### config.mk
export PLATFORM = sky130hd
export DESIGN_NAME = rs422_sync_channel_nrzi_dpll
export DESIGN_NICKNAME = d
export VERILOG_FILES = /design/src/rtl/sync_channel_pkg.sv /design/src/rtl/nrzi_dpll_rx.sv /design/src/rtl/rs422_sync_channel_nrzi_dpll.sv
export SDC_FILE = /design/constraint.sdc
export NUM_CORES = 1
export LEC_CHECK = 0
export ABC_AREA = 1
export BUFFER_PORTS_ARGS = -buffer_cell sky130_fd_sc_hd__buf_2
export CAP_MARGIN = 25
export CORE_UTILIZATION = 45
export CTS_CLUSTER_DIAMETER = 50
export DETAILED_ROUTE_END_ITERATION = 7
export PLACE_DENSITY_LB_ADDON = 0.3
export SLEW_MARGIN = 10
export SYNTH_ARGS = -nofsm -noshare
export SYNTH_HDL_FRONTEND = slang
export SYNTH_HIERARCHICAL = 1
export SYNTH_SLANG_ARGS = --single-unit
### constraint.sdc
create_clock -name sys_clk_i -period 3 [get_ports sys_clk_i]
set_clock_uncertainty 0.05 [all_clocks]
set_input_delay 0.6 -clock sys_clk_i [delete_from_list [all_inputs] [get_ports sys_clk_i]]
set_output_delay 0.6 -clock sys_clk_i [all_outputs]
set_load 0.02 [all_outputs]
### src/rtl/sync_channel_pkg.sv
// Shared constants and carrier types for the synchronous RS422 channel block.
package sync_channel_pkg;

  // ****************************************************************
  // Timing
  // ****************************************************************
  localparam int unsigned SYS_CLK_HZ = 200000000;
  localparam int unsigned BAUD_HZ = 64000;
  localparam int unsigned OVERSAMPLE = 16;
  // System clocks per oversampling tick, rounded down.
  localparam int unsigned TICK_CYCLES = SYS_CLK_HZ / (BAUD_HZ * OVERSAMPLE);
  localparam int unsigned TICK_W = 8;
  localparam int unsigned PHASE_W = 4;
  localparam logic [PHASE_W-1:0] PHASE_SAMPLE = 4'h8;
  localparam logic [PHASE_W-1:0] PHASE_CLK_RISE = 4'h8;
  localparam logic [PHASE_W-1:0] PHASE_LAST = 4'hf;
  localparam logic [PHASE_W-1:0] PHASE_ZERO = 4'h0;
  localparam logic [PHASE_W-1:0] PHASE_STEP = 4'h1;
  localparam int unsigned CHANNELS = 2;

  // ****************************************************************
  // Carriers
  // ****************************************************************
  typedef struct packed {
    logic data;
    logic valid;
  } bit_strobe_t;

  typedef struct packed {
    logic rx_clk;
    logic rx_bit;
    logic rx_valid;
  } rx_recovered_t;

endpackage : sync_channel_pkg

### src/rtl/nrzi_dpll_rx.sv
// Receive path of one channel: 16x DPLL clock recovery and NRZI-mark decode.
`timescale 1ns/10ps
`default_nettype none

module nrzi_dpll_rx #(
  parameter int unsigned TICK_CYCLES = sync_channel_pkg::TICK_CYCLES
) (
  input wire logic sys_clk_i,
  input wire logic reset_i,
  input wire logic line_i,
  output sync_channel_pkg::rx_recovered_t rx_o
);

  logic [sync_channel_pkg::TICK_W-1:0] tick_cnt_q, tick_cnt_d;
  logic [sync_channel_pkg::PHASE_W-1:0] phase_q, phase_d;
  logic prev_line_q, prev_line_d;
  logic prev_sample_q, prev_sample_d;
  sync_channel_pkg::rx_recovered_t out_q, out_d;
  logic tick;

  // ****************************************************************
  // Oversampling DPLL
  // ****************************************************************
  always_comb begin
    tick = (tick_cnt_q == tick_last());
    tick_cnt_d = tick ? '0 : tick_cnt_q + 1'b1;
    phase_d = phase_q;
    prev_line_d = prev_line_q;
    prev_sample_d = prev_sample_q;
    out_d = out_q;
    out_d.rx_valid = 1'b0;
    if (tick) begin
      prev_line_d = line_i;
      // A line edge realigns the phase so sampling falls mid-cell.
      if (line_i != prev_line_q) begin
        phase_d = sync_channel_pkg::PHASE_STEP;
      end else begin
        phase_d = phase_q + sync_channel_pkg::PHASE_STEP;
      end
      out_d.rx_clk = (phase_q >= sync_channel_pkg::PHASE_CLK_RISE);
      // An edge at the sample point means the cell is not centred yet, so that sample is skipped.
      if ((phase_q == sync_channel_pkg::PHASE_SAMPLE) && (line_i == prev_line_q)) begin
        // A transition since the last sample decodes as one.
        out_d.rx_bit = (line_i != prev_sample_q);
        out_d.rx_valid = 1'b1;
        prev_sample_d = line_i;
      end
    end
  end

  function automatic logic [sync_channel_pkg::TICK_W-1:0] tick_last();
    tick_last = sync_channel_pkg::TICK_W'(TICK_CYCLES - 1);
  endfunction : tick_last

  always_ff @(posedge sys_clk_i) begin
    if (reset_i) begin
      tick_cnt_q <= '0;
      phase_q <= sync_channel_pkg::PHASE_ZERO;
      prev_line_q <= 1'b0;
      prev_sample_q <= 1'b0;
      out_q <= '0;
    end else begin
      tick_cnt_q <= tick_cnt_d;
      phase_q <= phase_d;
      prev_line_q <= prev_line_d;
      prev_sample_q <= prev_sample_d;
      out_q <= out_d;
    end
  end

  assign rx_o = out_q;

endmodule : nrzi_dpll_rx

`default_nettype wire

### src/rtl/rs422_sync_channel_nrzi_dpll.sv
// Top of the two-channel synchronous RS422 link with NRZI-mark coding.
`timescale 1ns/10ps
`default_nettype none

module rs422_sync_channel_nrzi_dpll #(
  parameter int unsigned TICK_CYCLES = sync_channel_pkg::TICK_CYCLES
) (
  input wire logic sys_clk_i,
  input wire logic reset_i,
  input wire logic send_timing_pos_i,
  input wire logic three_terminal_i,
  input wire logic [sync_channel_pkg::CHANNELS-1:0] tx_bit_i,
  input wire logic [sync_channel_pkg::CHANNELS-1:0] rx_line_i,
  output logic [sync_channel_pkg::CHANNELS-1:0] tx_line_o,
  output logic [sync_channel_pkg::CHANNELS-1:0] tx_bit_taken_o,
  output logic [sync_channel_pkg::CHANNELS-1:0] rx_clk_o,
  output logic [sync_channel_pkg::CHANNELS-1:0] rx_bit_o,
  output logic [sync_channel_pkg::CHANNELS-1:0] rx_valid_o
);

  localparam int unsigned N = sync_channel_pkg::CHANNELS;

  // Channel one always runs; channel two only joins in three-terminal use.
  function automatic logic chan_enabled(input int unsigned idx, input logic three_term);
    chan_enabled = (idx == 0) || three_term;
  endfunction : chan_enabled

  // ****************************************************************
  // Send-timing synchroniser and edge finder
  // ****************************************************************
  typedef enum logic [1:0] {
    ST_LOW = 2'b01,
    ST_HIGH = 2'b10
  } st_level_t;

  logic [1:0] st_meta_q;
  logic [1:0] st_meta_d;
  st_level_t st_level_q;
  st_level_t st_level_d;
  logic st_fall;

  // Starting in the low state means a pin already high at reset gives no false launch.
  always_comb begin
    st_meta_d = {st_meta_q[0], send_timing_pos_i};
    st_level_d = st_level_q;
    st_fall = 1'b0;
    case (st_level_q)
      ST_LOW: begin
        if (st_meta_q[1]) begin
          st_level_d = ST_HIGH;
        end
      end
      ST_HIGH: begin
        if (!st_meta_q[1]) begin
          st_level_d = ST_LOW;
          st_fall = 1'b1;
        end
      end
      default: begin
        st_level_d = ST_LOW;
      end
    endcase
  end

  always_ff @(posedge sys_clk_i) begin
    if (reset_i) begin
      st_meta_q <= '0;
      st_level_q <= ST_LOW;
    end else begin
      st_meta_q <= st_meta_d;
      st_level_q <= st_level_d;
    end
  end

  // ****************************************************************
  // Mode synchroniser and channel enables
  // ****************************************************************
  logic mode_meta_q;
  logic mode_meta_d;
  logic mode_sync_q;
  logic mode_sync_d;
  logic [N-1:0] chan_en;

  always_comb begin
    mode_meta_d = three_terminal_i;
    mode_sync_d = mode_meta_q;
  end

  always_ff @(posedge sys_clk_i) begin
    if (reset_i) begin
      mode_meta_q <= 1'b0;
      mode_sync_q <= 1'b0;
    end else begin
      mode_meta_q <= mode_meta_d;
      mode_sync_q <= mode_sync_d;
    end
  end

  // A mode change acts at once, so a bit in flight on channel two may be cut short.
  always_comb begin
    for (int unsigned i = 0; i < N; i++) begin
      chan_en[i] = chan_enabled(i, mode_sync_q);
    end
  end

  // ****************************************************************
  // Receive line synchronisers
  // ****************************************************************
  logic [N-1:0] rx_meta_q;
  logic [N-1:0] rx_meta_d;
  logic [N-1:0] rx_sync_q;
  logic [N-1:0] rx_sync_d;

  always_comb begin
    rx_meta_d = rx_line_i;
    rx_sync_d = rx_meta_q;
  end

  always_ff @(posedge sys_clk_i) begin
    if (reset_i) begin
      rx_meta_q <= '0;
      rx_sync_q <= '0;
    end else begin
      rx_meta_q <= rx_meta_d;
      rx_sync_q <= rx_sync_d;
    end
  end

  // ****************************************************************
  // Transmit, NRZI-mark encode on the send-timing clock
  // ****************************************************************
  for (genvar g = 0; g < N; g++) begin : g_tx
    logic line_q;
    logic line_d;
    logic taken_q;
    logic taken_d;

    always_comb begin
      line_d = line_q;
      taken_d = 1'b0;
      // Launching on the falling edge centres the rising edge in the bit.
      if (st_fall && chan_en[g]) begin
        line_d = line_q ^ tx_bit_i[g];
        taken_d = 1'b1;
      end
    end

    always_ff @(posedge sys_clk_i) begin
      if (reset_i) begin
        line_q <= 1'b0;
        taken_q <= 1'b0;
      end else begin
        line_q <= line_d;
        taken_q <= taken_d;
      end
    end

    assign tx_line_o[g] = line_q;
    assign tx_bit_taken_o[g] = taken_q;
  end

  // ****************************************************************
  // Receive, one DPLL per channel
  // ****************************************************************
  for (genvar g = 0; g < N; g++) begin : g_rx
    sync_channel_pkg::rx_recovered_t rec;
    logic clk_q;
    logic clk_d;
    logic data_q;
    logic data_d;
    logic valid_q;
    logic valid_d;

    // The loop keeps running while its channel is off, so it is locked when enabled.
    nrzi_dpll_rx #(
      .TICK_CYCLES(TICK_CYCLES)
    ) u_rx (
      .sys_clk_i(sys_clk_i),
      .reset_i(reset_i),
      .line_i(rx_sync_q[g]),
      .rx_o(rec)
    );

    always_comb begin
      // Recovered clock drives the controller receive side.
      clk_d = rec.rx_clk & chan_en[g];
      data_d = rec.rx_bit;
      valid_d = rec.rx_valid & chan_en[g];
    end

    always_ff @(posedge sys_clk_i) begin
      if (reset_i) begin
        clk_q <= 1'b0;
        data_q <= 1'b0;
        valid_q <= 1'b0;
      end else begin
        clk_q <= clk_d;
        data_q <= data_d;
        valid_q <= valid_d;
      end
    end

    assign rx_clk_o[g] = clk_q;
    assign rx_bit_o[g] = data_q;
    assign rx_valid_o[g] = valid_q;
  end

endmodule : rs422_sync_channel_nrzi_dpll

`default_nettype wire

==> results.py, run 1 <==
metrics = {
    "run_status": {
        "outcome": "complete, no violations",
    },
    "clocking": {
        "cts_made_buffers": 5,
        "worst_setup_hold_path_clk_slew_ns": 0.09,
        "ctsRootBufferMaster": "clkbuf_8",
        "cts_hold_repair.buffers": 0,
        "cts_resized": 0,
        "max-clock-path-buffers": 2,
        "post_cts_buffers": 0,
        "tritoncts": "built",
        "worst_skew_pair.late_latency_ns": 0.31,
        "htree_levels": 2,
        "clock-sinks": 54,
    },
    "critical_path": {
        "largest_fanout_of_any_net_on_the_critical_path": 3,
        "startpoint_class": "flop",
        "crit_required_ns": 2.35,
        "ff2ff_path_depth": 7,
        "cp_slowest_cell": "dfxtp_1",
        "crit_type": "flop to output port",
        "worstPathCellList": "buf_2",
        "worstSetupStartpoint": "g_tx[0].line_q",
        "worstReg2RegStart": "g_rx[0].u_rx/tick_cnt_q[0]",
        "critPathMaxStageDelay_ns": 0.36,
        "worst_ep_arrival_time_ns": 0.83,
        "count_of_cell_instances_traversed_by_the_critical_path": 1,
        "critical_path.n_buffers_inverters": 1,
        "top_cell_family_by_delay_on_the_critical_path": "flip-flops",
        "worstSetupEndpointType": "output port",
    },
    "drt": {
        "drc": 0,
        "route.detailed.vias_per_inst": 4.60,
        "ant_nets": 0,
        "vias_after_detailed_routing": 1825,
        "postRouteWirelength_um": 3680,
        "wl_per_cell_um": 9.26,
        "initialDrtViolationCount": 76,
        "drt_pre_antenna_iters": 4,
    },
    "yosys": {
        "synthDistinctLibCells": 21,
        "yosys.area_share.simple": 0.324,
        "synth_compound_area_frac": 0.0546,
        "post_synth_mux_area_share": 0,
        "synth_warnings": 6,
        "synth_area_per_cell_um2": 7.57,
        "adder_cell_area_share_of_the_yosys_netlist": 0.0420,
        "synth-seq-cells": 54,
        "synth_top_family_by_area": "simple AND/OR/NAND/NOR gates",
        "synthXorXnorAreaFrac": 0.0184,
        "syn_area_um2": 2380,
        "synth_seq_area_share": 0.453,
        "post_synth_inst_count": 315,
        "mappedNetlistNets": 331,
    },
    "global_routing": {
        "antenna_violations_before_repair": 0,
        "grt_usage": 0.146,
        "grt_overflow_total": 0,
        "grt_start_max_net_pins": 27,
        "grt_first_pass_wirelength_um": 6290,
        "vias_in_the_first_global_route": 1501,
    },
    "pwr": {
        "power.static_leakage_nw": 1.12,
        "power_density_nw_per_um2": 464,
        "peakVddDrop_mv": 0.176,
    },
    "cells_and_area": {
        "register_area_um2": 1080,
        "regMostFlops": "g_rx.u_rx/tick_cnt_q",
        "layout_commonest_cell": "nor2_1",
        "stdcell_count": 397,
        "fillCellCount": 491,
        "nets": 343,
        "drive_gt1_frac": 0.141,
        "syn_to_final_growth_pct": 7.08,
        "layout.cells.most_common_list": "nor2_1, nand2_1, dfxtp_1",
        "multi_input_comb_area_um2": 1050,
        "utilization": 0.500,
        "antenna_cells": 0,
        "largest_register_ff_count": 16,
    },
    "die": {
        "die_height_um": 74.8,
        "floorplan.initialDensity": 0.467,
        "floorplan.die_area_um2": 5590,
        "core_region_area_um2": 5110,
        "io_pins": 18,
        "floorplan.rows": 26,
        "die_width_um": 74.8,
    },
    "timing": {
        "clock.fmax_mhz": 677,
        "finalWorstPathRequiredPeriod_ns": 1.48,
        "slew_viol_final": 0,
        "rsz_0062_raised_after_global_routing": "false",
        "slew-limit-headroom": 0.654,
        "endpoints_failing_setup": 0,
        "final.setup.tns_ns": 0,
        "timing_hold_violations_final": 0,
        "share_of_the_clock_period_used_by_the_worst_path": 0.493,
        "smallest_hold_slack_ns": 0.358,
        "tightest_slew_ns": 0.519,
    },
    "placed_design": {
        "hpwl_detailed_um": 2690,
        "port_buffers": 17,
        "dp_cells": 390,
        "routabilityCongestion": 0.802,
    },
    "job": {
        "drv.max_cap_violation_count": 0,
    },
    "hold_path": {
        "min_path_cells": 2,
        "hold_path_class": "flop to flop",
        "worstHoldStart": "g_rx[0].u_rx/rx_o[0]",
    },
}
==> area by class of cell <==
cell class	count	area share
clock buffer	5	0.0269
clock inverter	2	0.00588
inverter	45	0.0661
multi-input combinational	204	0.410
sequential	54	0.423
tap	70	0.0343
timing repair buffer	17	0.0333
==> stage by stage <==
| step | cell area [um2] | power (mW) | setup slack [ns] |
|---|---|---|---|
| floorplan | 2380 | 0.800 | 1.82 |
| global placement | 2470 | 0.816 | 1.32 |
| detailed placement | 2470 | 0.817 | 1.30 |
| CTS | 2550 | 1.20 | 1.51 |
| global route | 2550 | 1.24 | 1.46 |
| finish | 2550 | 1.18 | 1.52 |
==> report_power, final <==
group          switching [mW]  total, mW  internal [mW]
clock network           0.226      0.386          0.160
registers              0.0119      0.741          0.729
logic                  0.0375     0.0589         0.0214
total                   0.275       1.18          0.910
==> logic make-up after synthesis <==
logic type,after synthesis
AND/OR/NAND/NOR,165
buffers and inverters,57
adder cells (fa/ha/maj),8
XOR/XNOR,5
AO/OA/AOI/OAI,26
flip-flops,54
==> cell usage after synthesis, drive strengths merged <==
cell type   n  area (um2)
inv        45         169
a21oi      12        60.1
nand4       2        12.5
nor2       67         312
dfxtp      54        1080
nand3      23         115
xnor2       2        17.5
buf        11        82.6
nor3b       2        25.0
nor3        4        30.0
xor2        3        26.3
o21ai      14        70.1
ha          8         100
clkbuf      1        5.00
nand2      67         279
==> layer usage <==
layer,track usage,share of wire,wire [um],vias to the layer above
li1,-,-,-,982
met1,0.188,0.50,1850,807
met2,0.229,0.44,1630,28
met3,0.0361,0.032,119,8
met4,0.0692,0.022,80,0
met5,0,0,0,-
==> final timing paths <==
path	end	slack (ns)
worst max register to register	g_rx[0].u_rx/tick_cnt_q[2]	1.64
worst max-delay path	tx_line_o[0]	1.52
worst min-delay path	g_rx[0].valid_q	0.36
worst min register to register	g_rx[0].valid_q	0.36
==> worst min-delay path, stage by stage, from the launching register on <==
cell     delay, ns
dfxtp_1       0.31
inv_1         0.04
nor2_1        0.03
(Power assumes the default switching activity.)
==> run 2, diff against run 1 <==
==> constraint.sdc (replaced) <==
create_clock -name sys_clk_i -period 1.5 [get_ports sys_clk_i]
set_clock_uncertainty 0.05 [all_clocks]
set_input_delay 0.3 -clock sys_clk_i [delete_from_list [all_inputs] [get_ports sys_clk_i]]
set_output_delay 0.3 -clock sys_clk_i [all_outputs]
set_load 0.02 [all_outputs]
==> run 2 against run 1 <==
Compared with the run above:
- critical path depth increased by 6
- clock power is 98% higher
- count of clock-buffer cells in the layout stayed put
- sequential power up 100%
- utilization up 0.29 points
- first-iteration DRC count did not move
- critical endpoint is now g_rx[0].u_rx/tick_cnt_q[2]
- largest cell class unchanged
- largest power group unchanged
==> results.py, run 2 (synthesis results as in run 1) <==
metrics = {
    "run_status": {
        "outcome": "complete, no violations",
    },
    "clocking": {
        "cts_made_buffers": 5,
        "cts_resized": 0,
        "tritoncts": "built",
        "htree_levels": 2,
        "clock-sinks": 54,
        "ctsRootBufferMaster": "clkbuf_8",
        "max-clock-path-buffers": 2,
        "post_cts_buffers": 0,
        "cts_hold_repair.buffers": 0,
        "worst_setup_hold_path_clk_slew_ns": 0.09,
        "worst_skew_pair.late_latency_ns": 0.30,
    },
    "global_routing": {
        "antenna_violations_before_repair": 0,
        "grt_usage": 0.146,
        "vias_in_the_first_global_route": 1607,
        "grt_overflow_total": 0,
        "grt_start_max_net_pins": 17,
        "grt_first_pass_wirelength_um": 6370,
    },
    "timing": {
        "smallest_hold_slack_ns": 0.146,
        "share_of_the_clock_period_used_by_the_worst_path": 0.878,
        "timing_hold_violations_final": 0,
        "rsz_0062_raised_after_global_routing": "false",
        "tightest_slew_ns": 0.304,
        "slew_viol_final": 0,
        "finalWorstPathRequiredPeriod_ns": 1.32,
        "timing.final.ws_setup_ns": 0.182,
        "endpoints_failing_setup": 0,
        "slew-limit-headroom": 0.797,
        "clock.fmax_mhz": 759,
        "final.setup.tns_ns": 0,
    },
    "pwr": {
        "post-layout-total-power_mw": 2.37,
        "internal_power_mw": 1.82,
        "power_density_nw_per_um2": 921,
        "power.clock.fraction": 0.323,
        "combPwrFrac": 0.052,
        "peakVddDrop_mv": 0.450,
        "pwr-share-seq": 0.626,
        "switching_share": 0.229,
        "power.static_leakage_nw": 1.13,
        "net-switching-power_mw": 0.542,
    },
    "critical_path": {
        "critPathMaxStageDelay_ns": 0.40,
        "largest_fanout_of_any_net_on_the_critical_path": 7,
        "critical_path.most_common_cell": "nand2_2",
        "crit_required_ns": 1.68,
        "top_cell_family_by_delay_on_the_critical_path": "simple AND/OR/NAND/NOR gates",
        "startpoint_class": "flop",
        "worstSetupEndpointType": "flop",
        "critical_path.n_buffers_inverters": 1,
        "cp_slowest_cell": "dfxtp_1",
        "worst_ep_arrival_time_ns": 1.50,
        "crit_type": "flop to flop",
        "worstPathCellList": "inv_1 -> ha_1 -> nand2_1 -> nor2_1 -> nand2_2 -> nand2_2 -> nor3b_2",
    },
    "cells_and_area": {
        "syn_to_final_growth_pct": 7.71,
        "layout_commonest_cell": "nor2_1",
        "antenna_cells": 0,
        "largest_register_ff_count": 16,
        "postLayoutCellArea_um2": 2570,
        "regMostFlops": "g_rx.u_rx/tick_cnt_q",
        "layout.cells.most_common_list": "nor2_1, nand2_1, dfxtp_1",
        "drive_gt1_frac": 0.146,
        "nets": 345,
    },
    "die": {
        "die_height_um": 74.8,
        "core_region_area_um2": 5110,
        "die_width_um": 74.8,
        "floorplan.rows": 26,
        "floorplan.initialDensity": 0.467,
        "io_pins": 18,
        "floorplan.die_area_um2": 5590,
    },
    "job": {
        "drv.max_cap_violation_count": 0,
    },
    "placed_design": {
        "routabilityCongestion": 0.769,
        "port_buffers": 17,
        "hpwl_detailed_um": 2830,
        "dp_slack_ns": 0.202,
        "placed_cell_area_um2": 2480,
    },
    "drt": {
        "ant_nets": 0,
        "wl_per_cell_um": 9.39,
        "postRouteWirelength_um": 3750,
        "drt_pre_antenna_iters": 4,
        "initialDrtViolationCount": 76,
        "vias_after_detailed_routing": 1827,
        "route.detailed.vias_per_inst": 4.58,
        "drc": 0,
    },
    "hold_path": {
        "hold_path_class": "input pin to flop",
    },
}
[run 2: final cells by class]
class                           count  area (um2)
Clock buffer                        5        68.8
Clock inverter                      2        15.0
Fill cell                         502        2540
Inverter                           45         169
Multi-Input combinational cell    204        1050
Sequential cell                    54        1080
Tap cell                           70        87.6
Timing Repair Buffer               19         100
[run 2: per-layer routing]
metal | up-vias | global-route usage | share of wire
met4 | 0 | 0.0608 | 0.015
met3 | 5 | 0.0281 | 0.025
met1 | 806 | 0.172 | 0.48
li1 | 991 | - | -
met2 | 25 | 0.259 | 0.48
met5 | - | 0 | 0
[run 2: worst paths after layout]
path / start / endpoint / slack, ns / depth (start not counted)
worst min register to register: st_meta_q[0] / st_meta_q[1] / 0.36 / 2
worst min-delay path: rx_line_i[0] / rx_meta_q[0] / 0.15 / 3
worst max-delay path: g_rx[0].u_rx/tick_cnt_q[0] / g_rx[0].u_rx/tick_cnt_q[2] / 0.18 / 7
worst max register to register: g_rx[0].u_rx/tick_cnt_q[0] / g_rx[0].u_rx/tick_cnt_q[2] / 0.18 / 7
[run 2: through the flow]
stage / util / instances
floorplan: - / 315
global placement: 0.487 / 392
detailed placement: 0.487 / 392
CTS: 0.503 / 399
global route: 0.503 / 399
finish: 0.503 / 399
[run 2: worst min-delay path: stages]
cell    delay (ns)
buf_2         0.08
inv_1         0.03
nor2_1        0.06
[run 2: power by group through the flow]
stage / logic, mW / registers, mW / clock network [mW]
after CTS: 0.125 / 1.48 / 0.790
after floorplan: 0.0908 / 1.51 / 0
after global placement: 0.122 / 1.51 / 0
after global routing: 0.141 / 1.48 / 0.849
final: 0.122 / 1.48 / 0.763
after detailed placement: 0.124 / 1.51 / 0
==> run 3, diff against run 2 <==
--- a/config.mk
+++ b/config.mk
@@ -11,9 +11,8 @@
 export CORE_UTILIZATION = 45
 export CTS_CLUSTER_DIAMETER = 50
 export DETAILED_ROUTE_END_ITERATION = 7
-export PLACE_DENSITY_LB_ADDON = 0.3
+export PLACE_DENSITY = 0.66
 export SLEW_MARGIN = 10
 export SYNTH_ARGS = -nofsm -noshare
 export SYNTH_HDL_FRONTEND = slang
-export SYNTH_HIERARCHICAL = 1
 export SYNTH_SLANG_ARGS = --single-unit
==> constraint.sdc (replaced) <==
create_clock -name sys_clk_i -period 1.1 [get_ports sys_clk_i]
set_clock_uncertainty 0.05 [all_clocks]
set_input_delay 0.22 -clock sys_clk_i [delete_from_list [all_inputs] [get_ports sys_clk_i]]
set_output_delay 0.22 -clock sys_clk_i [all_outputs]
set_load 0.02 [all_outputs]
==> run 3 against run 2 <==
Compared with the run above:
- the flow now finishes with violations (setup timing)
- global-route usage grew 2.3 points
- count of clock-buffer cells in the layout unchanged
- cell area increased by 16%
- first-iteration DRC count fell by 58%
- utilization grew 13 points
- register-to-register slack worse by 0.38 ns
- non-clock buffer count is 38 higher
- sequential power up 36%
- worst setup slack got worse by 0.38 ns
- critical path type unchanged
==> results.py, run 3 <==
metrics = {
    "hold_path": {
        "min_path_cells": 3,
        "hold_path_class": "input pin to flop",
    },
    "die": {
        "die_width_um": 72.4,
        "floorplan.initialDensity": 0.468,
        "core_region_area_um2": 4750,
        "floorplan.die_area_um2": 5230,
        "floorplan.rows": 25,
        "io_pins": 18,
        "die_height_um": 72.4,
    },
    "critical_path": {
        "startpoint_class": "flop",
        "worst_ep_arrival_time_ns": 1.45,
        "critical_path.n_buffers_inverters": 2,
        "largest_fanout_of_any_net_on_the_critical_path": 5,
        "crit_required_ns": 1.25,
        "critPathMaxStageDelay_ns": 0.37,
        "count_of_cell_instances_traversed_by_the_critical_path": 9,
        "worstPathCellList": "inv_2 -> ha_4 -> nand2_2 -> nor2_2 -> nand2_2 -> nand2_4 -> inv_2 -> nand2_1 -> nor2_1",
        "ff2ff_path_depth": 9,
        "crit_type": "flop to flop",
        "cp_slowest_cell": "dfxtp_4",
        "worstSetupEndpointType": "flop",
        "top_cell_family_by_delay_on_the_critical_path": "simple AND/OR/NAND/NOR gates",
    },
    "pwr": {
        "peakVddDrop_mv": 0.680,
        "combPwrFrac": 0.066,
        "switching_share": 0.238,
        "power.clock.fraction": 0.328,
        "internal_power_mw": 2.54,
        "pwr-share-seq": 0.606,
        "power.static_leakage_nw": 1.27,
        "power_density_nw_per_um2": 1120,
        "net-switching-power_mw": 0.792,
    },
    "placed_design": {
        "hpwl_detailed_um": 2880,
        "routabilityCongestion": 0.802,
        "dp_slack_ns": -0.158,
        "port_buffers": 17,
    },
    "global_routing": {
        "grt_first_pass_wirelength_um": 6970,
        "grt_start_max_net_pins": 19,
        "grt_usage": 0.169,
        "grt_overflow_total": 0,
        "vias_in_the_first_global_route": 1728,
        "antenna_violations_before_repair": 0,
    },
    "run_status": {
        "failed_checks": "setup timing",
        "outcome": "complete, but fails checks",
    },
    "yosys": {
        "synth_edf_count": 0,
        "synth_warnings": 0,
        "synth-seq-cells": 54,
        "synth_area_per_cell_um2": 7.76,
        "synth_seq_area_share": 0.485,
        "synth.largest_area_cell": "dfxtp_1",
        "synth_largest_type_area_fraction": 0.485,
        "synthTopCellsByArea": "dfxtp_1, nor2_1, nand2_1, inv_1, ha_1",
        "synth_ff_type": "dfxtp_1",
        "syn_area_um2": 2230,
        "asyncSetResetFlopFracSynth": 0,
        "post_synth_inst_count": 287,
        "mappedNetlistNets": 303,
        "synth.most_common_cell": "dfxtp_1",
        "synth_commonest_cells": "dfxtp_1, nor2_1, nand2_1",
        "synthDistinctLibCells": 25,
    },
    "cells_and_area": {
        "regMostFlops": "g_rx.u_rx.tick_cnt_q",
        "fillCellCount": 422,
        "drive_gt1_frac": 0.414,
        "nets": 353,
        "layout.cells.most_common_list": "dfxtp_1, buf_4, inv_1, nor2_1, nand2_1",
        "antenna_cells": 0,
        "largest_register_ff_count": 16,
        "syn_to_final_growth_pct": 34.2,
        "layout_commonest_cell": "dfxtp_1",
    },
    "clocking": {
        "cts_hold_repair.buffers": 0,
        "ctsRootBufferMaster": "clkbuf_8",
        "htree_levels": 2,
        "tritoncts": "built",
        "worst_skew_pair.late_latency_ns": 0.30,
        "max-clock-path-buffers": 2,
        "cts_made_buffers": 5,
        "worst_setup_hold_path_clk_slew_ns": 0.10,
        "clock-sinks": 54,
    },
    "timing": {
        "smallest_hold_slack_ns": 0.0672,
        "slew_viol_final": 0,
        "timing.final.ws_setup_ns": -0.202,
        "slew-limit-headroom": 0.744,
        "clock.fmax_mhz": 768,
        "share_of_the_clock_period_used_by_the_worst_path": 1.18,
        "rsz_0062_raised_after_global_routing": "true",
        "endpoints_failing_setup": 34,
        "final.setup.tns_ns": -3.48,
        "tightest_slew_ns": 0.384,
        "timing_hold_violations_final": 0,
        "finalWorstPathRequiredPeriod_ns": 1.30,
    },
    "job": {
        "drv.max_cap_violation_count": 0,
    },
    "drt": {
        "drt_pre_antenna_iters": 4,
        "wl_per_cell_um": 10.3,
        "drc": 0,
        "route.detailed.vias_per_inst": 4.52,
        "vias_after_detailed_routing": 1831,
        "initialDrtViolationCount": 32,
        "postRouteWirelength_um": 4160,
        "ant_nets": 0,
    },
}
[run 3: power groups by stage]
stage / Sequential, mW / Combinational, mW / Clock (mW)
final: 2.02 / 0.220 / 1.09
after global routing: 2.03 / 0.243 / 1.21
after CTS: 2.02 / 0.202 / 1.14
after detailed placement: 2.06 / 0.187 / 0
after global placement: 2.06 / 0.179 / 0
after floorplan: 2.06 / 0.109 / 0
[run 3: cell families (layout without fill, tap and decap cells)]
| group | Yosys count | after routing | share of synthesized area |
|---|---|---|---|
| xor gates and xnor gates | 9 | 9 | 0.0354 |
| buffers and inverters | 60 | 109 | 0.124 |
| and+or+nand+nor | 134 | 136 | 0.258 |
| adders and majority gates | 8 | 8 | 0.0449 |
| DFF | 54 | 54 | 0.485 |
| AOI/OAI and AO/OA | 22 | 22 | 0.0522 |
[run 3: cell type report]
cell class	count	area [um2]	share of cell area
clock buffers	5	68.8	0.0230
multi-input cells	175	1130	0.378
repair buffers	57	413	0.138
well taps	67	83.8	0.0280
clock inverters	3	23.8	0.00795
flip-flops and latches	54	1100	0.370
inverters	44	165	0.0553
[run 3: worst paths after layout]
check	startpoint	to	slack (ns)
min	send_timing_pos_i	st_meta_q[0]	0.07
min reg2reg	g_rx[0].u_rx.rx_o[0]	g_rx[0].valid_q	0.36
max	g_rx[0].u_rx.tick_cnt_q[0]	g_rx[0].u_rx.tick_cnt_q[7]	-0.20
max reg2reg	g_rx[0].u_rx.tick_cnt_q[0]	g_rx[0].u_rx.tick_cnt_q[7]	-0.20
[run 3: what timing repair did]
item / in CTS / in global routing
cloned: 2 / 0
setup buffers: 1 / 3
pin swaps: 11 / 15
setup endpoints to repair: 35 / 38
gates resized for setup: 32 / 37
[run 3: through the flow]
step	utilization	area (um2)	power (mW)	std cells
2_1_floorplan	-	2300	2.17	287
3_3_place_gp	0.554	2640	2.24	391
3_5_place_dp	0.554	2640	2.25	391
4_1_cts	0.599	2850	3.36	402
5_1_grt	0.629	2990	3.48	405
6_report	0.629	2990	3.34	405
[run 3: worst reg2reg max path: stages (launching register included)]
cell and delay [ns]:
dfxtp_4 0.37, inv_2 0.07, ha_4 0.15, nand2_2 0.06
nor2_2 0.10, nand2_2 0.13, nand2_4 0.15, inv_2 0.05
nand2_1 0.05, nor2_1 0.04
[run 3: layer usage]
layer / global-route usage / vias to the layer above / share of wire
met2: 0.294 / 28 / 0.48
met1: 0.204 / 821 / 0.48
met5: 0 / - / 0
li1: - / 978 / -
met4: 0.0566 / 0 / 0.0096
met3: 0.0389 / 4 / 0.033
